===== config.mk =====
export PLATFORM = sky130hd
export DESIGN_NAME = lcs_regs
export DESIGN_NICKNAME = d
export VERILOG_FILES = /design/src/lcs_sync.v /design/src/lcs_deglitch.v /design/src/lcs_regs.v
export VERILOG_INCLUDE_DIRS = /design/src /design/src/src
export SDC_FILE = /design/constraint.sdc
export NUM_CORES = 1
export LEC_CHECK = 0
export BUFFER_PORTS_ARGS = -buffer_cell sky130_fd_sc_hd__buf_2
export CAP_MARGIN = 20
export CORE_MARGIN = 10
export CORE_UTILIZATION = 55
export CTS_BUF_LIST = sky130_fd_sc_hd__clkbuf_8
export CTS_CLUSTER_DIAMETER = 100
export DETAILED_ROUTE_END_ITERATION = 6
export GPL_TIMING_DRIVEN = 0
export PLACE_DENSITY = 0.77
export SYNTH_ARGS = -nofsm -noshare
export SYNTH_HDL_FRONTEND = slang
export SYNTH_SLANG_ARGS = --single-unit
export TNS_END_PERCENT = 10

===== constraint.sdc =====
create_clock -name mclk -period 7.79 [get_ports mclk]
set_clock_uncertainty 0.15 [all_clocks]
set_input_delay 0.779 -clock mclk [delete_from_list [all_inputs] [get_ports mclk]]
set_output_delay 0.779 -clock mclk [all_outputs]
set_load 0.05 [all_outputs]

===== src/lcs_defines.vh =====
// constants for the antenna supply control and status register bank
//------------------------------------------------------------
// Functional notes
// - current monitor enable at 1 enables current diagnostic and forces 21 V level.
// - overload recovery latch at 1: overload clears voltage select, output off.
// - overload recovery latch at 0: output returns when overload clears, select kept.
// - thermal recovery latch at 1: overtemperature clears voltage select, output off.
// - thermal recovery latch at 0: output returns when overtemperature clears, select kept.
// - compensation bit 1 selects high-ESR, 0 selects low-ESR compensation.
// - protection control and both status registers reset to zero.
// - status registers are read only; writes to them are ignored.
// - status one bit 0 shows output overload.
// - status one bit 2 shows output voltage below monitor thresholds.
// - status one bit 4 shows pull-down overcurrent persisting past deglitch time.
// - status one bit 6 sets above 150 C, clears below 135 C.
// - status one bit 7 shows supply input undervoltage.
// - status two bit 0 shows 22 kHz tone detected on tone input.
// - status two bit 2 shows tone frequency or amplitude out of limits.
// - status two bit 4 shows output current below monitor threshold.
// - reading voltage select returns written bits 0 to 3; policy returns written bits 0, 3, 6, 7.
// - voltage select is bits 0 to 3 of control register at address 0x2.
//------------------------------------------------------------
`ifndef LCS_DEFINES_VH
`define LCS_DEFINES_VH
`define LCS_ADDR_DIAG_STATUS 3'h0
`define LCS_ADDR_TONE_STATUS 3'h1
`define LCS_ADDR_VSEL_CTRL 3'h2
`define LCS_ADDR_POLICY_CTRL 3'h5
`define LCS_RESET_BYTE 8'h00
`define LCS_POL_OUTPUT_CURRENT_LOW_FLAG_EN 0
`define LCS_POL_OLR 3
`define LCS_POL_THERMAL_RECOVERY_LATCH 6
`define LCS_POL_COMP 7
`define LCS_POL_MASK 8'hC9
`define LCS_VSEL_MASK 8'h0F
`define LCS_ST1_OLF 0
`define LCS_ST1_OUTPUT_VOLTAGE_LOW_FLAG 2
`define LCS_ST1_PDO 4
`define LCS_ST1_OTF 6
`define LCS_ST1_UV 7
`define LCS_ST2_TONE 0
`define LCS_ST2_TONE_OUT_OF_SPEC_FLAG 2
`define LCS_ST2_ILOW 4
`define LCS_DEGLITCH_NS 10000
`define LCS_CLK_NS 10
`define LCS_DEGLITCH_CYC ((`LCS_DEGLITCH_NS + `LCS_CLK_NS - 1) / `LCS_CLK_NS)
`endif


===== src/lcs_sync.v =====
// two flip-flop level synchroniser, parameterised width
`timescale 1ns/1ns
`default_nettype none
module lcs_sync #(
    parameter W = 1
) (
    input wire mclk,
    input wire sys_rst,
    input wire [W-1:0] din,
    output reg [W-1:0] dout
);
    reg [W-1:0] meta;
    // first stage feeds only the second
    always @(posedge mclk) begin
        if (sys_rst) begin
            meta <= {W{1'b0}};
            dout <= {W{1'b0}};
        end else begin
            meta <= din;
            dout <= meta;
        end
    end
endmodule
`default_nettype wire


===== src/lcs_deglitch.v =====
// persistence filter: output high after input held high for CYC cycles
`timescale 1ns/1ns
`default_nettype none
module lcs_deglitch #(
    parameter CYC = 1000,
    parameter CW = 16
) (
    input wire mclk,
    input wire sys_rst,
    input wire din,
    output reg dout
);
    reg [CW-1:0] cnt;
    // count while condition holds, drop at once when it goes
    always @(posedge mclk) begin
        if (sys_rst || !din) begin
            cnt <= {CW{1'b0}};
            dout <= 1'b0;
        end else if (cnt >= CYC[CW-1:0] - 1'b1) begin
            dout <= 1'b1;
        end else begin
            cnt <= cnt + 1'b1;
        end
    end
endmodule
`default_nettype wire


===== src/lcs_regs.v =====
// control and diagnostic status register bank of the antenna supply
`include "lcs_defines.vh"
`timescale 1ns/1ns
`default_nettype none
module lcs_regs #(
    parameter DEGLITCH_CYC = `LCS_DEGLITCH_CYC
) (
    input wire mclk,
    input wire sys_rst,
    // register access from the serial protocol engine, same clock
    input wire wr_stb,
    input wire rd_stb,
    input wire [2:0] reg_addr,
    input wire [7:0] wr_data,
    output reg [7:0] rd_data,
    output reg rd_valid,
    // analog condition comparators, asynchronous
    input wire overload_det,
    input wire vout_low_det,
    input wire pulldown_oc_det,
    input wire temp_above_hi,
    input wire temp_below_lo,
    input wire supply_undervoltage_threshold,
    input wire tone_detection_input,
    input wire tone_out_of_limits,
    input wire iout_below_thr,
    // controls to the analog side
    output reg [3:0] output_voltage_select,
    output reg output_enable,
    output reg diag_level_21v,
    output reg current_monitor_enable,
    output reg high_esr_comp
);
    //------------------------------------------------------------
    // input synchronisers
    //------------------------------------------------------------
    wire [8:0] raw_in;
    wire [8:0] syn;
    assign raw_in = {iout_below_thr, tone_out_of_limits, tone_detection_input,
                     supply_undervoltage_threshold, temp_below_lo, temp_above_hi,
                     pulldown_oc_det, vout_low_det, overload_det};
    lcs_sync #(.W(9)) u_sync (
        .mclk(mclk),
        .sys_rst(sys_rst),
        .din(raw_in),
        .dout(syn)
    );

    //------------------------------------------------------------
    // condition flags
    //------------------------------------------------------------
    wire overload_flag;
    wire output_voltage_low_flag;
    wire pulldown_overcurrent_flag;
    reg overtemperature_flag;
    wire input_undervoltage_flag;
    wire tone_present_flag;
    wire tone_out_of_spec_flag;
    wire output_current_low_flag;

    assign overload_flag = syn[0];
    assign output_voltage_low_flag = syn[1];
    assign input_undervoltage_flag = syn[5];
    assign tone_present_flag = syn[6];
    assign tone_out_of_spec_flag = syn[7];
    assign output_current_low_flag = syn[8];

    // pull-down overcurrent must persist past the deglitch interval
    lcs_deglitch #(.CYC(DEGLITCH_CYC), .CW(32)) u_pdo (
        .mclk(mclk),
        .sys_rst(sys_rst),
        .din(syn[2]),
        .dout(pulldown_overcurrent_flag)
    );

    // thermal hysteresis: set above high trip, clear below low trip
    always @(posedge mclk) begin
        if (sys_rst) begin
            overtemperature_flag <= 1'b0;
        end else if (syn[3]) begin
            overtemperature_flag <= 1'b1;
        end else if (syn[4]) begin
            overtemperature_flag <= 1'b0;
        end
    end

    //------------------------------------------------------------
    // control registers
    //------------------------------------------------------------
    reg [7:0] vsel_ctrl;
    reg [7:0] policy_ctrl;
    reg ovl_latched;
    reg ot_latched;
    reg ovl_q;
    reg ot_q;
    wire ovl_rise;
    wire ot_rise;
    wire overload_recovery_latch;
    wire thermal_recovery_latch;

    assign overload_recovery_latch = policy_ctrl[`LCS_POL_OLR];
    assign thermal_recovery_latch = policy_ctrl[`LCS_POL_THERMAL_RECOVERY_LATCH];
    assign ovl_rise = overload_flag & ~ovl_q;
    assign ot_rise = overtemperature_flag & ~ot_q;

    // writes, and protection clearing of voltage select (protection wins)
    always @(posedge mclk) begin
        if (sys_rst) begin
            vsel_ctrl <= `LCS_RESET_BYTE;
            policy_ctrl <= `LCS_RESET_BYTE;
            ovl_q <= 1'b0;
            ot_q <= 1'b0;
            ovl_latched <= 1'b0;
            ot_latched <= 1'b0;
        end else begin
            ovl_q <= overload_flag;
            ot_q <= overtemperature_flag;
            if (wr_stb && reg_addr == `LCS_ADDR_POLICY_CTRL) begin
                policy_ctrl <= wr_data;
            end
            if (wr_stb && reg_addr == `LCS_ADDR_VSEL_CTRL) begin
                vsel_ctrl <= wr_data & `LCS_VSEL_MASK;
                ovl_latched <= 1'b0;
                ot_latched <= 1'b0;
            end
            // latched policies clear the select on the protection event
            if (ovl_rise && overload_recovery_latch) begin
                vsel_ctrl[3:0] <= 4'h0;
                ovl_latched <= 1'b1;
            end
            if (ot_rise && thermal_recovery_latch) begin
                vsel_ctrl[3:0] <= 4'h0;
                ot_latched <= 1'b1;
            end
        end
    end

    //------------------------------------------------------------
    // outputs to the regulator
    //------------------------------------------------------------
    // automatic policy: output held off only while the flag stands
    always @(posedge mclk) begin
        if (sys_rst) begin
            output_voltage_select <= 4'h0;
            output_enable <= 1'b0;
            diag_level_21v <= 1'b0;
            current_monitor_enable <= 1'b0;
            high_esr_comp <= 1'b0;
        end else begin
            output_voltage_select <= vsel_ctrl[3:0];
            // select kept, output returns when flag clears
            output_enable <= (vsel_ctrl[3:0] != 4'h0) && !overload_flag
                             && !overtemperature_flag && !ovl_latched && !ot_latched;
            current_monitor_enable <= policy_ctrl[`LCS_POL_OUTPUT_CURRENT_LOW_FLAG_EN];
            diag_level_21v <= policy_ctrl[`LCS_POL_OUTPUT_CURRENT_LOW_FLAG_EN];
            high_esr_comp <= policy_ctrl[`LCS_POL_COMP];
        end
    end

    //------------------------------------------------------------
    // read path
    //------------------------------------------------------------
    reg [7:0] next_rd_data;
    // live status, reserved bits zero; writes to status addresses fall through
    always @* begin
        next_rd_data = 8'h00;
        case (reg_addr)
            `LCS_ADDR_DIAG_STATUS: begin
                next_rd_data[`LCS_ST1_OLF] = overload_flag;
                next_rd_data[`LCS_ST1_OUTPUT_VOLTAGE_LOW_FLAG] = output_voltage_low_flag;
                next_rd_data[`LCS_ST1_PDO] = pulldown_overcurrent_flag;
                next_rd_data[`LCS_ST1_OTF] = overtemperature_flag;
                next_rd_data[`LCS_ST1_UV] = input_undervoltage_flag;
            end
            `LCS_ADDR_TONE_STATUS: begin
                next_rd_data[`LCS_ST2_TONE] = tone_present_flag;
                next_rd_data[`LCS_ST2_TONE_OUT_OF_SPEC_FLAG] = tone_out_of_spec_flag;
                next_rd_data[`LCS_ST2_ILOW] = output_current_low_flag;
            end
            `LCS_ADDR_VSEL_CTRL: next_rd_data = vsel_ctrl;
            `LCS_ADDR_POLICY_CTRL: next_rd_data = policy_ctrl & `LCS_POL_MASK;
            default: next_rd_data = 8'h00;
        endcase
    end

    // read answer one cycle after the strobe; status never written
    always @(posedge mclk) begin
        if (sys_rst) begin
            rd_data <= 8'h00;
            rd_valid <= 1'b0;
        end else begin
            rd_valid <= rd_stb;
            if (rd_stb) begin
                rd_data <= next_rd_data;
            end
        end
    end
endmodule
`default_nettype wire


==> flow_summary.ini <==
[clocking]
cts_buffers = 9
cts.sinks = 79
postCtsHoldBufs = 0
postCtsSetupRepairBufs = 0
cts_tree = done
htreeDepth = 3
cts_root_buffer = clkbuf_8
cts.repair.resized = 0
clk_latency_ns = 0.34
clock_path_buffers = 2
clkTransAtPathRegs_ns = 0.07

[detailed_routing]
vias = 2002
drtAntennaViolNets = 0
wirelength_um = 5240
drc = 0
drtIter0Drc = 123
routedWlPerCell_um = 13.1
first_pass_iters = 4
vias_per_cell = 5.01

[critical_path]
cp-startpoint = u_pdo.cnt[0]
end_kind = flip-flop
path_cells = ha_1 -> a211o_1 -> and3_4 -> or4_1 -> buf_2 -> or4_1 -> a21oi_1
crit_fanout = 7
slowest_delay_ns = 0.51
path_class = reg2reg
path_common_cell = or4_1
crit_arrival_ns = 2.78
r2r-start = u_pdo.cnt[0]
cp-start-kind = flip-flop
required_ns = 7.91
cp_slowest_cell = or4_1

[finish]
fin_nets = 353
drive_above_1_share = 0.174
fillerInstances = 432
n_antenna_cell = 0
register_area_um2 = 1580
fin_cells = 400
multiInputGateArea_um2 = 1060
area_delta_synth_final_pct = 16.5

[placed_design]
finalWeightedCongestion = 0.867
dp_hpwl_um = 3750
port_buffers = 34
place_ws_ns = 5.14
post-place-cells = 384

[run_status]
status = complete, no violations

[timing]
rsz0062_at_grt = false
relSlewSlack = 0.483
finalCriticalPeriod_ns = 2.66
worstMarginPinSlew_ns = 0.768
slew_violations = 0
fin_crit_sh = 0.341
setup_viol = 0
max_freq_ghz = 0.376
layout_setup_ws_ns = 5.13
finalHoldViolCount = 0
hold-worst-slack_ns = 0.287
tns_ns = 0

[synth]
seq_area_frac_synth = 0.581
yosysTopAreaCell = dfxtp_1
syn_nets = 308
ys_ff_latch = 79
synthCells = 283
syn_area_um2 = 2720
yosysWarningCount = 0
ys_types = 36
synth.top_cell.area_share = 0.581
synthTopCellsByArea = dfxtp_1 58%, nor2b_1 6.4%, and2_1 5.3%, a21oi_1 3.9%, nand2_1 3.7%
avgSynthCellArea_um2 = 9.62

[floorplanning]
dieArea_um2 = 8160
rows = 25
core_area_um2 = 4750
dieHeight_um = 90.4
pin_count = 41
die_w_um = 90.4
initial_core_util = 0.573

[global_routing]
grt_antenna_before_repair = 0
track_usage = 0.136
grt_pass1_vias = 1967
grt_pass1_wl_um = 9090
grt-ovfl-total = 0
grt_max_degree = 13

[min_path]
hp-class = reg2reg
hp-start = u_sync.meta[1]

[power]
p_per_area_nw_per_um2 = 231
ir_worst_vdd_mv = 0.242
leakage_nw = 1.31

[run]
cap_violations = 0
registers in the layout, indices dropped and copies added (netlist names), 4 cells and up:
register               cells
u_pdo.cnt                 32
vsel_ctrl                  4
policy_ctrl                4
output_voltage_select      4
u_sync.dout                9
u_sync.meta                9
rd_data                    7
cells in the final DEF, fill, tap and decap left out, types with 3 or more instances in the layout:
cell and n:
a21oi_1 21, and2_1 23, buf_2 35, clkbuf_1 11, clkbuf_8 13, dfxtp_1 79
inv_1 4, mux2i_1 6, nand2_1 27, nand2b_1 3, nand3_1 14, nor2_1 19
nor2b_1 28, nor4_1 8, o21ai_0 5, or3_1 3, or3_2 3, or4_1 3
per-layer routing:
layer | vias to the layer above | global-route usage | wire [um]
met4 | 0 | 0.0822 | 76
li1 | 1041 | - | -
met5 | - | 0 | 0
met2 | 55 | 0.204 | 2280
met3 | 7 | 0.0357 | 295
met1 | 899 | 0.169 | 2590
path summary, 6_finish.rpt:
check / slack (ns) / to / depth (start not counted)
max: 5.13 / u_pdo.cnt[6] / 7
min: 0.29 / u_sync.dout[1] / 1
max reg2reg: 5.13 / u_pdo.cnt[6] / 7
min reg2reg: 0.29 / u_sync.dout[1] / 1
Yosys cell counts, drive strengths merged:
cell type and n:
a211o 1, a211oi 2, a21o 2, a21oi 21, a22oi 1, a32oi 1, and2 23, and3 3
and4 1, buf 4, clkbuf 11, conb 1, dfxtp 79, ha 1, inv 3, mux2 1
mux2i 6, nand2 27, nand2b 3, nand3 14, nand3b 2, nand4 1, nor2 19, nor2b 28
nor3 2, nor4 8, o21ai 5, o31ai 2, or3 6, or4 3, xnor2 2
critical path, delay by kind of cell, from the launching register on:
family,cells,cell delay (ns)
and+or+nand+nor,3,1.17
AOI/OAI and AO/OA,2,0.46
DFF,1,0.36
adders and majority gates,1,0.27
buffers and inverters,1,0.17
power breakdown:
group	internal, W	switching (W)
sequential	0.000411	0.00000309
clock	0.000149	0.000136
combinational	0.0000125	0.0000222
through the flow:
step / utilization / cell area [um2] / total power [W]
2_1_floorplan: - / 2720 / 0.000446
3_3_place_gp: 0.626 / 2980 / 0.000458
3_5_place_dp: 0.626 / 2980 / 0.000458
4_1_cts: 0.667 / 3170 / 0.000739
5_1_grt: 0.667 / 3170 / 0.000765
6_report: 0.667 / 3170 / 0.000734
area by class of cell:
class | count | area share
multi-input combinational | 186 | 0.336
clock buffer | 13 | 0.0564
buffer | 15 | 0.0205
sequential | 79 | 0.499
timing repair buffer | 34 | 0.0536
inverter | 3 | 0.00355
clock inverter | 3 | 0.00513
tap | 67 | 0.0264
cell families (layout without fill, tap and decap cells):
logic type,after synthesis,in the layout,share of synthesized area
xor+xnor,2,2,0.00643
buf+inv,18,68,0.0280
other cells,1,1,0.00138
fa+ha+maj,1,1,0.00459
mux,7,7,0.0262
flops,79,79,0.581
simple gates,140,140,0.279
compound gates,35,35,0.0735
No activity file was read; power rests on OpenSTA's default activity.
